## src/include/adc_seq_defines.vh

```
/*
  Constants for the converter sequencer: register addresses, control field
  positions, reset values, mode codes and result layout.
  Assumes inclusion by bare name from every design file that needs them.
*/
`ifndef ADC_SEQ_DEFINES_VH
`define ADC_SEQ_DEFINES_VH

// Register byte addresses.
`define ADDR_CONVERTER_CONTROL  16'hFFA0
`define ADDR_PRIMARY_RESULT     16'hFFA2
`define ADDR_INJECTION_RESULT   16'hFFA4

// Widths.
`define ADDR_W                  16
`define DATA_W                  16
`define CHAN_W                  4
`define MODE_W                  2
`define SAMPLE_W                10

// Control register field positions.
`define CTL_CHAN_LO             0
`define CTL_CHAN_HI             3
`define CTL_MODE_LO             4
`define CTL_MODE_HI             5
`define CTL_START_BIT           7
`define CTL_BUSY_BIT            8
`define CTL_WFR_BIT             9
`define CTL_INJ_EN_BIT          10
`define CTL_INJ_REQ_BIT         11

// Result register layout: channel number on top, sample in the low bits.
`define RES_CHAN_LO             12
`define RES_CHAN_HI             15
`define RES_SAMPLE_HI           9
`define RES_PAD_W               2

// Reset values.
`define CONTROL_RESET           16'h0000
`define RESULT_RESET            16'h0000
`define CHAN_RESET              4'h0
`define MODE_RESET              2'h0
`define SAMPLE_RESET            10'h000

// Conversion mode codes.
`define MODE_SINGLE             2'h0
`define MODE_CONT_SINGLE        2'h1
`define MODE_SCAN_ONCE          2'h2
`define MODE_SCAN_CONT          2'h3

// Constants met in the logic.
`define CHAN_ZERO               4'h0
`define CHAN_ONE                4'h1
`define READ_ZERO               16'h0000
`define RSV_HIGH_ZERO           4'h0

`endif

```

## src/design/adc_sequencer_wait_for_read.v

```verilog
/*
  Converter sequencer with wait-for-read double buffering. Holds the
  converter control register, the primary and injection result registers
  and the temporary latch, and drives the conversion core.
  Assumes a conversion core on the same clock that takes a one-cycle start
  with a channel and answers later with a one-cycle done and its sample,
  and a capture/compare event pulse on the same clock.
*/
// The strobed register port was chosen for this implementation.
// Notes on behaviour
// - Sixteen analog inputs, any one selectable as conversion source.
// - Four-bit channel code 0000..1111 selects inputs zero to fifteen.
// - Wait-for-read off: result written while unread raises overrun, old value lost.
// - Wait-for-read off, continuous or scan: next conversion starts at completion.
// - Control bit 9 selects wait-for-read double buffering through a temporary latch.
// - Wait-for-read, prior result read: write new result, start next conversion.
// - Wait-for-read, prior result unread: park result in latch, idle, no start.
// - Reading a stalled result moves latch in, raises complete, starts next.
// - Same stall handling after single or last conversion when software restarts.
// - Wait-for-read selected: overrun line pulses only on injection completion, never for an overrun.
// - Wait-for-read withholds starts while result full and new result pending.
// - Result-full flag set on each write, cleared by a read of it.
// - Busy and start stay set while stalled waiting for a result read.
// - Control register resets to zero; bits 15..12 and 6 reserved.
// - Bit 11 injection request, set by software or event, acts only when enabled.
// - Bit 10 enables channel injection.
// - Bit 8 busy reads one while a conversion is in progress.
// - Start bit 7, mode bits 5..4, channel select bits 3..0.
// - Primary result carries the converted channel number in its top four bits.
// - Injected result goes to second register, complete pulse on overrun line.
`default_nettype none

`include "adc_seq_defines.vh"

module adc_sequencer_wait_for_read
(
  // Clock and reset.
  input  wire                     mclk_i,
  input  wire                     srst_i,
  // Register port.
  input  wire [`ADDR_W-1:0]       addr_i,
  input  wire [`DATA_W-1:0]       wr_data_i,
  input  wire                     wr_i,
  input  wire                     rd_i,
  output wire [`DATA_W-1:0]       rd_data_o,
  // Conversion core.
  output wire                     conv_start_o,
  output wire [`CHAN_W-1:0]       conv_channel_o,
  input  wire                     conv_done_i,
  input  wire [`SAMPLE_W-1:0]     conv_sample_i,
  // Capture/compare channel 31 event.
  input  wire                     capcom_channel_31_event_i,
  // Interrupt requests.
  output wire                     conv_complete_irq_o,
  output wire                     overrun_irq_o
);

  // One-hot sequencer states.
  localparam [3:0] ST_IDLE  = 4'h1;
  localparam [3:0] ST_CONV  = 4'h2;
  localparam [3:0] ST_STALL = 4'h4;
  localparam [3:0] ST_INJ   = 4'h8;

  //////////////////////////////////////////////////////////////////////////
  // State.

  reg  [3:0]               state_reg;
  reg  [`CHAN_W-1:0]       channel_select_reg;
  reg  [`MODE_W-1:0]       conversion_mode_reg;
  reg                      start_conversion_reg;
  reg                      converter_busy_reg;
  reg                      wait_for_read_reg;
  reg                      injection_enable_reg;
  reg                      injection_request_reg;
  reg  [`DATA_W-1:0]       primary_result_reg;
  reg  [`CHAN_W-1:0]       injection_chan_reg;
  reg  [`SAMPLE_W-1:0]     injection_sample_reg;
  reg  [`DATA_W-1:0]       temp_latch_reg;
  reg                      primary_full_reg;
  reg                      injection_full_reg;
  reg                      resume_reg;
  reg                      conv_start_reg;
  reg  [`CHAN_W-1:0]       conv_channel_reg;
  reg                      complete_irq_reg;
  reg                      overrun_irq_reg;
  reg  [`DATA_W-1:0]       rd_data_reg;

  wire [`CHAN_W-1:0]       step_chan;
  wire [`CHAN_W-1:0]       step_next_chan;
  wire                     step_series_end;

  //////////////////////////////////////////////////////////////////////////
  // Register decode.

  wire ctl_wr   = wr_i && (addr_i == `ADDR_CONVERTER_CONTROL);
  wire inj_wr   = wr_i && (addr_i == `ADDR_INJECTION_RESULT);
  wire prim_rd  = rd_i && (addr_i == `ADDR_PRIMARY_RESULT);
  wire inj_rd   = rd_i && (addr_i == `ADDR_INJECTION_RESULT);
  wire sw_start = ctl_wr && wr_data_i[`CTL_START_BIT];

  // Injection runs only with both enable and wait-for-read set.
  wire inj_go = injection_enable_reg && injection_request_reg && wait_for_read_reg;

  // Completion of a normal conversion and what it leads to.
  wire norm_done  = state_reg[2'd1] && conv_done_i;
  wire park       = norm_done && wait_for_read_reg && primary_full_reg;
  wire norm_write = norm_done && !park;

  // A result is placed into the primary register either straight from the
  // core or out of the latch once software has read the stalled value.
  wire unstall      = state_reg[2'd2] && prim_rd;
  wire prim_write   = norm_write || unstall;
  wire inj_done     = state_reg[2'd3] && conv_done_i;

  // The sequence advances after a written normal result or after unstall.
  wire advance    = norm_write || unstall;
  wire advance_go = unstall ? (resume_reg || sw_start) : !step_series_end;

  // Resuming after an injection continues from where the series left off.
  wire inj_resume = inj_done && resume_reg;

  wire step_load    = state_reg[2'd0] && sw_start && !inj_go;
  wire step_advance = (advance && advance_go && !inj_go) || inj_resume;

  //////////////////////////////////////////////////////////////////////////
  // Channel stepper.

  scan_channel_stepper u_stepper
  (
    .mclk_i       (mclk_i),
    .srst_i       (srst_i),
    .load_i       (step_load),
    .load_chan_i  (wr_data_i[`CTL_CHAN_HI:`CTL_CHAN_LO]),
    .advance_i    (step_advance),
    .mode_i       (conversion_mode_reg),
    .select_i     (channel_select_reg),
    .chan_o       (step_chan),
    .next_chan_o  (step_next_chan),
    .series_end_o (step_series_end)
  );

  // Channel number on top, sample in the low bits.
  function [`DATA_W-1:0] pack_result;
    input [`CHAN_W-1:0]   chan;
    input [`SAMPLE_W-1:0] sample;
    begin
      pack_result = {chan, {`RES_PAD_W{1'b0}}, sample};
    end
  endfunction

  //////////////////////////////////////////////////////////////////////////
  // Control fields written by software.

  always @(posedge mclk_i)
  begin
    if (srst_i)
    begin
      channel_select_reg   <= `CHAN_RESET;
      conversion_mode_reg  <= `MODE_RESET;
      wait_for_read_reg    <= 1'b0;
      injection_enable_reg <= 1'b0;
      injection_chan_reg   <= `CHAN_RESET;
    end
    else
    begin
      if (ctl_wr)
      begin
        channel_select_reg   <= wr_data_i[`CTL_CHAN_HI:`CTL_CHAN_LO];
        conversion_mode_reg  <= wr_data_i[`CTL_MODE_HI:`CTL_MODE_LO];
        wait_for_read_reg    <= wr_data_i[`CTL_WFR_BIT];
        injection_enable_reg <= wr_data_i[`CTL_INJ_EN_BIT];
      end
      if (inj_wr)
      begin
        injection_chan_reg <= wr_data_i[`RES_CHAN_HI:`RES_CHAN_LO];
      end
    end
  end

  // The request is set by software or by the event even with injection
  // off, so software should clear it before enabling injection.
  always @(posedge mclk_i)
  begin
    if (srst_i)
    begin
      injection_request_reg <= 1'b0;
    end
    else if (capcom_channel_31_event_i || (ctl_wr && wr_data_i[`CTL_INJ_REQ_BIT]))
    begin
      injection_request_reg <= 1'b1;
    end
    else if (inj_done || ctl_wr)
    begin
      injection_request_reg <= 1'b0;
    end
  end

  //////////////////////////////////////////////////////////////////////////
  // Full flags; a new write in the same cycle as a read keeps the flag set.

  always @(posedge mclk_i)
  begin
    if (srst_i)
    begin
      primary_full_reg   <= 1'b0;
      injection_full_reg <= 1'b0;
    end
    else
    begin
      if (prim_write)
      begin
        primary_full_reg <= 1'b1;
      end
      else if (prim_rd)
      begin
        primary_full_reg <= 1'b0;
      end
      if (inj_done)
      begin
        injection_full_reg <= 1'b1;
      end
      else if (inj_rd)
      begin
        injection_full_reg <= 1'b0;
      end
    end
  end

  //////////////////////////////////////////////////////////////////////////
  // Result registers and temporary latch.

  always @(posedge mclk_i)
  begin
    if (srst_i)
    begin
      primary_result_reg   <= `RESULT_RESET;
      temp_latch_reg       <= `RESULT_RESET;
      injection_sample_reg <= `SAMPLE_RESET;
    end
    else
    begin
      if (norm_write)
      begin
        primary_result_reg <= pack_result(step_chan, conv_sample_i);
      end
      else if (unstall)
      begin
        primary_result_reg <= temp_latch_reg;
      end
      if (park)
      begin
        temp_latch_reg <= pack_result(step_chan, conv_sample_i);
      end
      if (inj_done)
      begin
        injection_sample_reg <= conv_sample_i;
      end
    end
  end

  //////////////////////////////////////////////////////////////////////////
  // Interrupt pulses.

  always @(posedge mclk_i)
  begin
    if (srst_i)
    begin
      complete_irq_reg <= 1'b0;
      overrun_irq_reg  <= 1'b0;
    end
    else
    begin
      complete_irq_reg <= prim_write;
      // Overrun needs wait-for-read off; the line is free for injection.
      overrun_irq_reg  <= (norm_write && !wait_for_read_reg && primary_full_reg) || inj_done;
    end
  end

  //////////////////////////////////////////////////////////////////////////
  // Sequencer.

  always @(posedge mclk_i)
  begin
    if (srst_i)
    begin
      state_reg            <= ST_IDLE;
      start_conversion_reg <= 1'b0;
      converter_busy_reg   <= 1'b0;
      resume_reg           <= 1'b0;
      conv_start_reg       <= 1'b0;
      conv_channel_reg     <= `CHAN_RESET;
    end
    else
    begin
      conv_start_reg <= 1'b0;
      case (state_reg)
        ST_IDLE:
        begin
          if (inj_go)
          begin
            state_reg          <= ST_INJ;
            converter_busy_reg <= 1'b1;
            resume_reg         <= 1'b0;
            conv_start_reg     <= 1'b1;
            conv_channel_reg   <= injection_chan_reg;
          end
          else if (sw_start)
          begin
            state_reg            <= ST_CONV;
            start_conversion_reg <= 1'b1;
            converter_busy_reg   <= 1'b1;
            conv_start_reg       <= 1'b1;
            conv_channel_reg     <= wr_data_i[`CTL_CHAN_HI:`CTL_CHAN_LO];
          end
        end
        ST_CONV:
        begin
          if (park)
          begin
            // Busy and start stay set through the stall.
            state_reg  <= ST_STALL;
            resume_reg <= !step_series_end;
          end
          else if (norm_write)
          begin
            if (advance_go && inj_go)
            begin
              state_reg        <= ST_INJ;
              resume_reg       <= 1'b1;
              conv_start_reg   <= 1'b1;
              conv_channel_reg <= injection_chan_reg;
            end
            else if (advance_go)
            begin
              conv_start_reg   <= 1'b1;
              conv_channel_reg <= step_next_chan;
            end
            else
            begin
              state_reg            <= ST_IDLE;
              start_conversion_reg <= 1'b0;
              converter_busy_reg   <= 1'b0;
            end
          end
        end
        ST_STALL:
        begin
          if (unstall)
          begin
            if (advance_go && inj_go)
            begin
              state_reg        <= ST_INJ;
              resume_reg       <= 1'b1;
              conv_start_reg   <= 1'b1;
              conv_channel_reg <= injection_chan_reg;
            end
            else if (advance_go)
            begin
              state_reg        <= ST_CONV;
              conv_start_reg   <= 1'b1;
              conv_channel_reg <= step_next_chan;
            end
            else
            begin
              state_reg            <= ST_IDLE;
              start_conversion_reg <= 1'b0;
              converter_busy_reg   <= 1'b0;
            end
          end
          else if (sw_start)
          begin
            resume_reg <= 1'b1;
          end
        end
        ST_INJ:
        begin
          if (inj_done && resume_reg)
          begin
            state_reg        <= ST_CONV;
            conv_start_reg   <= 1'b1;
            conv_channel_reg <= step_next_chan;
          end
          else if (inj_done)
          begin
            state_reg            <= ST_IDLE;
            start_conversion_reg <= 1'b0;
            converter_busy_reg   <= 1'b0;
          end
        end
        default:
        begin
          state_reg <= ST_IDLE;
        end
      endcase
    end
  end

  //////////////////////////////////////////////////////////////////////////
  // Read data, valid in the cycle after the read strobe.

  always @(posedge mclk_i)
  begin
    if (srst_i)
    begin
      rd_data_reg <= `READ_ZERO;
    end
    else if (rd_i)
    begin
      case (addr_i)
        `ADDR_CONVERTER_CONTROL:
        begin
          rd_data_reg <= {`RSV_HIGH_ZERO, injection_request_reg, injection_enable_reg,
                          wait_for_read_reg, converter_busy_reg, start_conversion_reg,
                          1'b0, conversion_mode_reg, channel_select_reg};
        end
        `ADDR_PRIMARY_RESULT:
        begin
          rd_data_reg <= primary_result_reg;
        end
        `ADDR_INJECTION_RESULT:
        begin
          rd_data_reg <= {injection_chan_reg, {`RES_PAD_W{1'b0}}, injection_sample_reg};
        end
        default:
        begin
          rd_data_reg <= `READ_ZERO;
        end
      endcase
    end
    else
    begin
      rd_data_reg <= `READ_ZERO;
    end
  end

  //////////////////////////////////////////////////////////////////////////
  // Outputs.

  assign rd_data_o           = rd_data_reg;
  assign conv_start_o        = conv_start_reg;
  assign conv_channel_o      = conv_channel_reg;
  assign conv_complete_irq_o = complete_irq_reg;
  assign overrun_irq_o       = overrun_irq_reg;

endmodule

`default_nettype wire

```

## src/design/scan_channel_stepper.v

```verilog
/*
  Channel stepper of the converter sequencer. Holds the channel of the
  normal conversion in flight and works out the next channel and whether
  the current conversion closes its series.
  Assumes load and advance are never raised together and come from logic
  on the same clock.
*/
`default_nettype none

`include "adc_seq_defines.vh"

module scan_channel_stepper
(
  // Clock and reset.
  input  wire                     mclk_i,
  input  wire                     srst_i,
  // Stepping control.
  input  wire                     load_i,
  input  wire [`CHAN_W-1:0]       load_chan_i,
  input  wire                     advance_i,
  input  wire [`MODE_W-1:0]       mode_i,
  input  wire [`CHAN_W-1:0]       select_i,
  // Channel state.
  output wire [`CHAN_W-1:0]       chan_o,
  output wire [`CHAN_W-1:0]       next_chan_o,
  output wire                     series_end_o
);

  reg  [`CHAN_W-1:0]       chan_reg;
  reg  [`CHAN_W-1:0]       chan_next;

  //////////////////////////////////////////////////////////////////////////

  // Auto-scan walks down to channel zero; continuous single repeats the
  // channel that the select field holds now, so software may retarget it.
  always @*
  begin
    chan_next = select_i;
    if (mode_i == `MODE_SCAN_ONCE || mode_i == `MODE_SCAN_CONT)
    begin
      if (chan_reg != `CHAN_ZERO)
      begin
        chan_next = chan_reg - `CHAN_ONE;
      end
    end
  end

  assign next_chan_o  = chan_next;
  assign chan_o       = chan_reg;
  assign series_end_o = (mode_i == `MODE_SINGLE) ||
                        (mode_i == `MODE_SCAN_ONCE && chan_reg == `CHAN_ZERO);

  //////////////////////////////////////////////////////////////////////////

  always @(posedge mclk_i)
  begin
    if (srst_i)
    begin
      chan_reg <= `CHAN_RESET;
    end
    else if (load_i)
    begin
      chan_reg <= load_chan_i;
    end
    else if (advance_i)
    begin
      chan_reg <= chan_next;
    end
  end

endmodule

`default_nettype wire

```

## config.mk

```make
export PLATFORM = sky130hd
export DESIGN_NAME = adc_sequencer_wait_for_read
export DESIGN_NICKNAME = d
export VERILOG_FILES = /design/src/design/adc_sequencer_wait_for_read.v /design/src/design/scan_channel_stepper.v
export VERILOG_INCLUDE_DIRS = /design/src /design/src/include
export SDC_FILE = /design/constraint.sdc
export NUM_CORES = 1
export LEC_CHECK = 0
export BUFFER_PORTS_ARGS = -buffer_cell sky130_fd_sc_hd__buf_2
export CAP_MARGIN = 20
export CELL_PAD_IN_SITES_DETAIL_PLACEMENT = 1
export CELL_PAD_IN_SITES_GLOBAL_PLACEMENT = 1
export CORE_MARGIN = 8
export CORE_UTILIZATION = 44
export CTS_CLUSTER_DIAMETER = 80
export DETAILED_ROUTE_END_ITERATION = 8
export GPL_ROUTABILITY_DRIVEN = 0
export HOLD_SLACK_MARGIN = 0.08
export PLACE_DENSITY = 0.91
export SETUP_SLACK_MARGIN = 0.3
export SLEW_MARGIN = 15
export SYNTH_ARGS = -nofsm -noshare
export SYNTH_HDL_FRONTEND = slang
export SYNTH_SLANG_ARGS = --single-unit
```

## constraint.sdc

```tcl
create_clock -name mclk_i -period 6.45 [get_ports mclk_i]
set_clock_uncertainty 0.15 [all_clocks]
set_input_delay 1.29 -clock mclk_i [delete_from_list [all_inputs] [get_ports mclk_i]]
set_output_delay 1.29 -clock mclk_i [all_outputs]
set_load 0.02 [all_outputs]
```

==> results of run 1 <==
[cell usage after synthesis, types with 2 or more instances]
master | number | share of area (%)
inv_1 | 8 | 0.76
o211ai_1 | 5 | 0.95
a311oi_1 | 10 | 2.2
o31ai_1 | 2 | 0.38
and2_1 | 5 | 0.79
a21oi_1 | 62 | 7.9
nand3b_1 | 2 | 0.38
a31oi_1 | 10 | 1.6
clkbuf_1 | 26 | 2.5
xor2_1 | 2 | 0.44
nand2_1 | 116 | 11
buf_2 | 4 | 0.51
a31o_2 | 2 | 0.44
and3_1 | 4 | 0.63
nand3_1 | 11 | 1.4
buf_6 | 2 | 0.57
nor3_1 | 4 | 0.51
and4_1 | 3 | 0.67
a22oi_1 | 5 | 0.95
mux2i_1 | 17 | 4.3
o21ai_0 | 7 | 0.89
dfxtp_1 | 86 | 44
o211a_1 | 5 | 1.3
nor3b_1 | 2 | 0.38
nand4_1 | 4 | 0.63
ha_1 | 2 | 0.63
nor4b_1 | 3 | 0.67
nor2b_1 | 2 | 0.32
nor2_1 | 60 | 5.7
mux2_2 | 4 | 1.1
a211oi_1 | 7 | 1.3
[how the worst min path moves through the flow]
| stage | from | endpoint | slack (ns) | depth (start not counted) |
|---|---|---|---|---|
| detailed placement | temp_latch_reg[14]$_SDFFE_PP0P_ | temp_latch_reg[14]$_SDFFE_PP0P_ | 0.30 | 2 |
| floorplan | temp_latch_reg[12]$_SDFFE_PP0P_ | temp_latch_reg[12]$_SDFFE_PP0P_ | 0.29 | 2 |
| global placement | temp_latch_reg[3]$_SDFFE_PP0P_ | temp_latch_reg[3]$_SDFFE_PP0P_ | 0.29 | 2 |
| finish | temp_latch_reg[8]$_SDFFE_PP0P_ | temp_latch_reg[8]$_SDFFE_PP0P_ | 0.31 | 2 |
| CTS | temp_latch_reg[14]$_SDFFE_PP0P_ | temp_latch_reg[14]$_SDFFE_PP0P_ | 0.31 | 2 |
| global route | temp_latch_reg[5]$_SDFFE_PP0P_ | temp_latch_reg[5]$_SDFFE_PP0P_ | 0.34 | 2 |
[per-stage QoR]
stage	power, mW	cell area [um2]	cells	utilization (%)	hold WS [ns]
2_1_floorplan	0.629	3950	501	-	0.286
3_3_place_gp	0.662	4290	645	49.2	0.292
3_5_place_dp	0.667	4290	645	49.2	0.298
4_1_cts	1.02	4470	661	51.2	0.311
5_1_grt	1.06	4480	662	51.4	0.338
6_report	1.02	4480	662	51.4	0.311
[critical path, cell delays in order]
cell and delay (ns):
buf_2 0.36, nor2b_1 0.75, nand4_1 0.88, a31o_2 0.48, a31oi_1 0.17, a311oi_1 0.07
[placed cells by master, fill, tap and decap left out, types with 2 or more instances in the layout]
master,n
nor4b_1,3
clkbuf_8,9
nor3_1,4
o211a_1,5
ha_1,2
inv_6,3
dfxtp_1,86
o31ai_1,2
mux2i_1,17
nand3b_1,2
clkinv_2,2
and4_1,3
a31oi_1,10
xor2_1,2
nor3b_1,2
a311oi_1,10
a22oi_1,5
inv_1,8
mux2_2,4
a211oi_1,7
o21ai_0,7
a21oi_1,62
nor2_1,60
a31o_2,2
buf_4,3
nand2_1,116
nand3_1,11
buf_2,67
o211ai_1,5
and2_1,5
nand4_1,4
and3_1,4
[cell families (layout without fill, tap and decap cells)]
kind of cell,after synthesis,count (layout),synth area share [%]
AND/OR/NAND/NOR,222,222,25.0
AO/OA/AOI/OAI,124,124,19.6
flip-flops,86,86,43.6
buffers and inverters,41,94,4.40
multiplexers,23,23,6.12
XOR/XNOR,3,3,0.666
adder cells (fa/ha/maj),2,2,0.634
[cell type report]
| class | instances | area (um2) |
|---|---|---|
| tap | 108 | 135 |
| sequential | 86 | 1720 |
| fill | 1079 | 4240 |
| multi-input combinational | 374 | 2060 |
| timing repair buffer | 70 | 358 |
| inverter | 8 | 30.0 |
| clock inverter | 7 | 55.1 |
| clock buffer | 9 | 124 |
[report_power, final]
group / switching, mW / internal [mW]
Sequential: 0.0106 / 0.544
Clock: 0.217 / 0.146
Combinational: 0.0623 / 0.0394
[metal layers]
layer / track usage, % / vias up
li1: - / 1847
met1: 23.7 / 1924
met2: 35.4 / 102
met3: 4.44 / 25
met4: 9.37 / 0
met5: 0 / -
==> impl_metrics.env, run 1 <==
export IMPL_ir_worst_vdd_mv=0.148
export IMPL_n_antenna_cell=0
export IMPL_critPathCaptureType="flip-flop"
export IMPL_synth_edf_count=0
export IMPL_die_y_um=111
export IMPL_dp_slack_ns=2.08
export IMPL_met3RoutedLength_um=622
export IMPL_dr_max_layer_used="met4"
export IMPL_dr_pass1_iters=4
export IMPL_grt_usage_pct=20.5
export IMPL_dr_total_vias=3898
export IMPL_crit_path_start="addr_i[1]"
export IMPL_ctsHoldBuffers=0
export IMPL_clock_root_buffer="clkbuf_8"
export IMPL_numClockSinks=86
export IMPL_cts_htree_levels=3
export IMPL_antenna_found_initial=0
export IMPL_rows=34
export IMPL_synth_seq_cells=86
export IMPL_die_area_um2=12300
export IMPL_drt_wl_total_um=12700
export IMPL_area_growth_pct=13.4
export IMPL_maxSlewViolCount=0
export IMPL_worstReg2RegStart="state_reg[1]$_SDFFE_PP0P_"
export IMPL_chipWidth_um=111
export IMPL_syn_avg_cell_area_um2=7.88
export IMPL_drc_errors=0
export IMPL_coreArea_um2=8720
export IMPL_clk_pin_slew_ns=0.09
export IMPL_cellPowerDensity_nw_per_um2=227
export IMPL_synth_main_ff_cell="dfxtp_1"
export IMPL_rsz0062_at_grt="no"
export IMPL_r2r_end="u_stepper.chan_o[0]$_SDFFE_PP0P_"
export IMPL_holdCritPathClass="flip-flop to flip-flop"
export IMPL_netlist_instances=501
export IMPL_drt_iter0_markers=309
export IMPL_setup_violations=0
export IMPL_setup_tns_ns=0
export IMPL_worst_r2r_cell_count=8
export IMPL_synth_area_um2=3950
export IMPL_ys_seq_area_share_pct=43.6
export IMPL_fin_nets=599
export IMPL_setup_slack_ns=2.50
export IMPL_cp_data_arrival_time_ns=4.02
export IMPL_hold_viol_final=0
export IMPL_dr_wl_met2_um=6340
export IMPL_initial_utilization_pct=45.3
export IMPL_rrSetupSlack_ns=3.18
export IMPL_dp_hpwl_um=9020
export IMPL_slew_headroom_pct=36.6
export IMPL_clock_latency_ns=0.36
export IMPL_critPathLaunchType="input port"
export IMPL_max_freq_mhz=253
export IMPL_wl_met1_um=5460
export IMPL_crit_required_ns=6.52
export IMPL_p_leak_nw=1.80
export IMPL_portBuffers=68
export IMPL_cp_max_fo=16
export IMPL_wl_per_cell_um=19.2
export IMPL_cts_buffers=9
export IMPL_cts_tree="built"
export IMPL_grt_pass1_wl_um=20800
export IMPL_first_global_vias=4205
export IMPL_gr_total_overflow=0
export IMPL_outcome="completed"
export IMPL_largest_register_ffs=16
export IMPL_vias_per_cell=5.89
export IMPL_cts_setup_buffers=0
export IMPL_drive_gt1_share_pct=17.7
export IMPL_cap_violations=0
export IMPL_syn_nets=551
export IMPL_synth_warnings=0
export IMPL_synth_distinct_cells=50
export IMPL_criticalPathCategory="input port to flip-flop"
export IMPL_tightestPinTransition_ns=0.947
export IMPL_critical_path_endpoint="resume_reg$_SDFFE_PP0P_"
export IMPL_antenna_left=0
export IMPL_synthArstFlopShare_pct=0
export IMPL_io_pins=71
export IMPL_cts_repair_resized=0
export IMPL_fin_crit_sh_pct=61.2
export IMPL_fin_crit_ns=3.95
export IMPL_cts_path_max_buffers=2
export IMPL_grt_max_degree=64
No activity file was read; power rests on OpenSTA's default activity.
==> run 2, diff against run 1 <==
--- a/config.mk
+++ b/config.mk
@@ -6,17 +6,18 @@
 export SDC_FILE = /design/constraint.sdc
 export NUM_CORES = 1
 export LEC_CHECK = 0
+export ABC_AREA = 1
 export BUFFER_PORTS_ARGS = -buffer_cell sky130_fd_sc_hd__buf_2
 export CAP_MARGIN = 20
 export CELL_PAD_IN_SITES_DETAIL_PLACEMENT = 1
 export CELL_PAD_IN_SITES_GLOBAL_PLACEMENT = 1
 export CORE_MARGIN = 8
-export CORE_UTILIZATION = 44
+export CORE_UTILIZATION = 40
 export CTS_CLUSTER_DIAMETER = 80
 export DETAILED_ROUTE_END_ITERATION = 8
 export GPL_ROUTABILITY_DRIVEN = 0
 export HOLD_SLACK_MARGIN = 0.08
-export PLACE_DENSITY = 0.91
+export PLACE_DENSITY = 0.85
 export SETUP_SLACK_MARGIN = 0.3
 export SLEW_MARGIN = 15
 export SYNTH_ARGS = -nofsm -noshare
==> constraint.sdc (replaced) <==
create_clock -name mclk_i -period 4.1 [get_ports mclk_i]
set_clock_uncertainty 0.15 [all_clocks]
set_input_delay 0.82 -clock mclk_i [delete_from_list [all_inputs] [get_ports mclk_i]]
set_output_delay 0.82 -clock mclk_i [all_outputs]
set_load 0.02 [all_outputs]
==> impl_metrics.env, run 2 <==
export IMPL_outcome="completed"
export IMPL_first_global_vias=4483
export IMPL_p_leak_nw=2.08
export IMPL_synth_area_um2=4200
export IMPL_cp_data_arrival_time_ns=2.70
export IMPL_drt_wl_total_um=13300
export IMPL_criticalPathCategory="input port to flip-flop"
export IMPL_fin_nets=692
export IMPL_portBuffers=68
export IMPL_dr_pass1_iters=4
export IMPL_cts_path_max_buffers=2
export IMPL_critPathLaunchType="input port"
export IMPL_yosys_area_top_type="dfxtp_1"
export IMPL_fin_util_pct=47.0
export IMPL_synth_seq_cells=86
export IMPL_fin_crit_sh_pct=63.0
export IMPL_grt_pass1_wl_um=22100
export IMPL_antenna_found_initial=0
export IMPL_synth_main_ff_cell="dfxtp_1"
export IMPL_mostFrequentLayoutCells="102 x nand2_1, 86 x dfxtp_1, 73 x nor2_1, 68 x buf_2, 64 x inv_1"
export IMPL_clk_pin_slew_ns=0.10
export IMPL_hold_viol_final=0
export IMPL_synth_warnings=0
export IMPL_drive_gt1_share_pct=21.1
export IMPL_largest_register_ffs=16
export IMPL_mostFrequentLayoutCell="nand2_1"
export IMPL_syn_nets=630
export IMPL_cts_setup_buffers=0
export IMPL_synthTopCellsByArea="dfxtp_1 41%, nand2_1 9.1%, a21oi_1 7.2%"
export IMPL_cp_max_fo=13
export IMPL_drc_errors=0
export IMPL_total_power_mw=1.62
export IMPL_worst_r2r_cell_count=9
export IMPL_chipWidth_um=118
export IMPL_grt_max_degree=39
export IMPL_ys_seq_area_share_pct=41.0
export IMPL_cap_violations=0
export IMPL_setup_violations=0
export IMPL_dp_cells=767
export IMPL_die_area_um2=14000
export IMPL_maxSlewViolCount=0
export IMPL_vias_per_cell=5.34
export IMPL_dp_hpwl_um=9870
export IMPL_ctsHoldBuffers=0
export IMPL_n_antenna_cell=0
export IMPL_io_pins=71
export IMPL_rsz0062_at_grt="no"
export IMPL_hold_path_depth=2
export IMPL_cts_tree="built"
export IMPL_gr_total_overflow=0
export IMPL_fin_crit_ns=2.58
export IMPL_grt_usage_pct=19.1
export IMPL_synthTopCellsByCount="102 x nand2_1, 86 x dfxtp_1, 73 x nor2_1, 64 x inv_1, 60 x a21oi_1"
export IMPL_drt_iter0_markers=203
export IMPL_area_growth_pct=15.1
export IMPL_cts_repair_resized=0
export IMPL_wl_per_cell_um=17.0
export IMPL_synth_distinct_cells=39
export IMPL_hold_slack_ns=0.317
export IMPL_cellPowerDensity_nw_per_um2=334
export IMPL_rows=37
export IMPL_stdcell_count=782
export IMPL_max_freq_mhz=387
export IMPL_synthArstFlopShare_pct=0
export IMPL_netlist_instances=580
export IMPL_critPathCaptureType="flip-flop"
export IMPL_antenna_left=0
export IMPL_clock_root_buffer="clkbuf_8"
export IMPL_tightestPinTransition_ns=0.724
export IMPL_slew_headroom_pct=51.4
export IMPL_dr_total_vias=4173
export IMPL_holdCritPathClass="flip-flop to flip-flop"
export IMPL_synth_edf_count=0
export IMPL_cts_buffers=9
export IMPL_clock_latency_ns=0.36
export IMPL_ir_worst_vdd_mv=0.230
export IMPL_crit_required_ns=4.22
export IMPL_initial_utilization_pct=40.8
export IMPL_yosysMostFrequentCell="nand2_1"
export IMPL_syn_avg_cell_area_um2=7.24
export IMPL_setup_tns_ns=0
export IMPL_numClockSinks=86
export IMPL_synth_top_area_share_pct=41.0
export IMPL_cts_htree_levels=3
export IMPL_die_y_um=118
export IMPL_coreArea_um2=10300
## run 2: cell types whose count changed after synthesis, sizes merged, moves of 6 or more
cell,before,now
a311oi,10,0
a31oi,10,16
clkbuf,26,10
inv,8,75
mux2,6,0
mux2i,17,0
nand2,116,110
nand3,11,26
nand4,5,13
nor2,60,85
o21ai,8,39
## run 2: cell families (layout without fill, tap and decap cells)
family	Yosys count	count (layout)	share of synthesized area [%]
flip-flops	86	86	41.0
buffers and inverters	98	164	9.30
AND/OR/NAND/NOR	249	249	28.9
AO/OA/AOI/OAI	143	143	19.8
adder cells (fa/ha/maj)	2	2	0.596
XOR/XNOR	2	2	0.417
## run 2: path summary, 6_finish.rpt
path         slack, ns                             end                                 start
max reg2reg       1.69  conv_channel_o[3]$_SDFFE_PP0P_             state_reg[3]$_SDFFE_PP0P_
min reg2reg       0.32         rd_data_o[6]$_SDFF_PP0_  injection_sample_reg[6]$_SDFFE_PP0P_
min               0.32         rd_data_o[6]$_SDFF_PP0_  injection_sample_reg[6]$_SDFFE_PP0P_
max               1.52  conv_channel_o[3]$_SDFFE_PP0P_                           conv_done_i
## run 2: area by class of cell
class / instances / area (um2)
Fill cell: 1379 / 5450
Tap cell: 136 / 170
Clock inverter: 6 / 68.8
Multi-Input combinational cell: 396 / 2080
Sequential cell: 86 / 1720
Inverter: 76 / 285
Clock buffer: 9 / 124
Timing Repair Buffer: 73 / 378
## run 2: stage by stage
step | setup slack (ns) | instance area [um2]
after CTS | 1.54 | 4830
after global routing | 1.31 | 4830
after global placement | 1.21 | 4640
after floorplan | 1.89 | 4200
after detailed placement | 1.15 | 4640
final | 1.52 | 4830
## run 2: layer usage
layer	routed length, um	GRT usage, %	vias up
met2	6800	34.7	69
met5	0	0	-
met3	530	4.00	12
li1	-	-	2048
met1	5760	22.6	2044
met4	167	4.35	0
## run 2: worst max-delay path, cell delays in order
cell	delay, ns
buf_2	0.14
nand2_1	0.30
inv_1	0.30
nand2_1	0.33
nor2_2	0.12
nor3_4	0.34
nand2_1	0.11
o21ai_0	0.17
nor2_1	0.06
## run 2: where the power goes
part	leakage, nW	internal [mW]	switching, mW	total, mW
clock	0.0961	0.283	0.333	0.616
combinational	1.29	0.0471	0.0960	0.143
sequential	0.693	0.846	0.00985	0.856
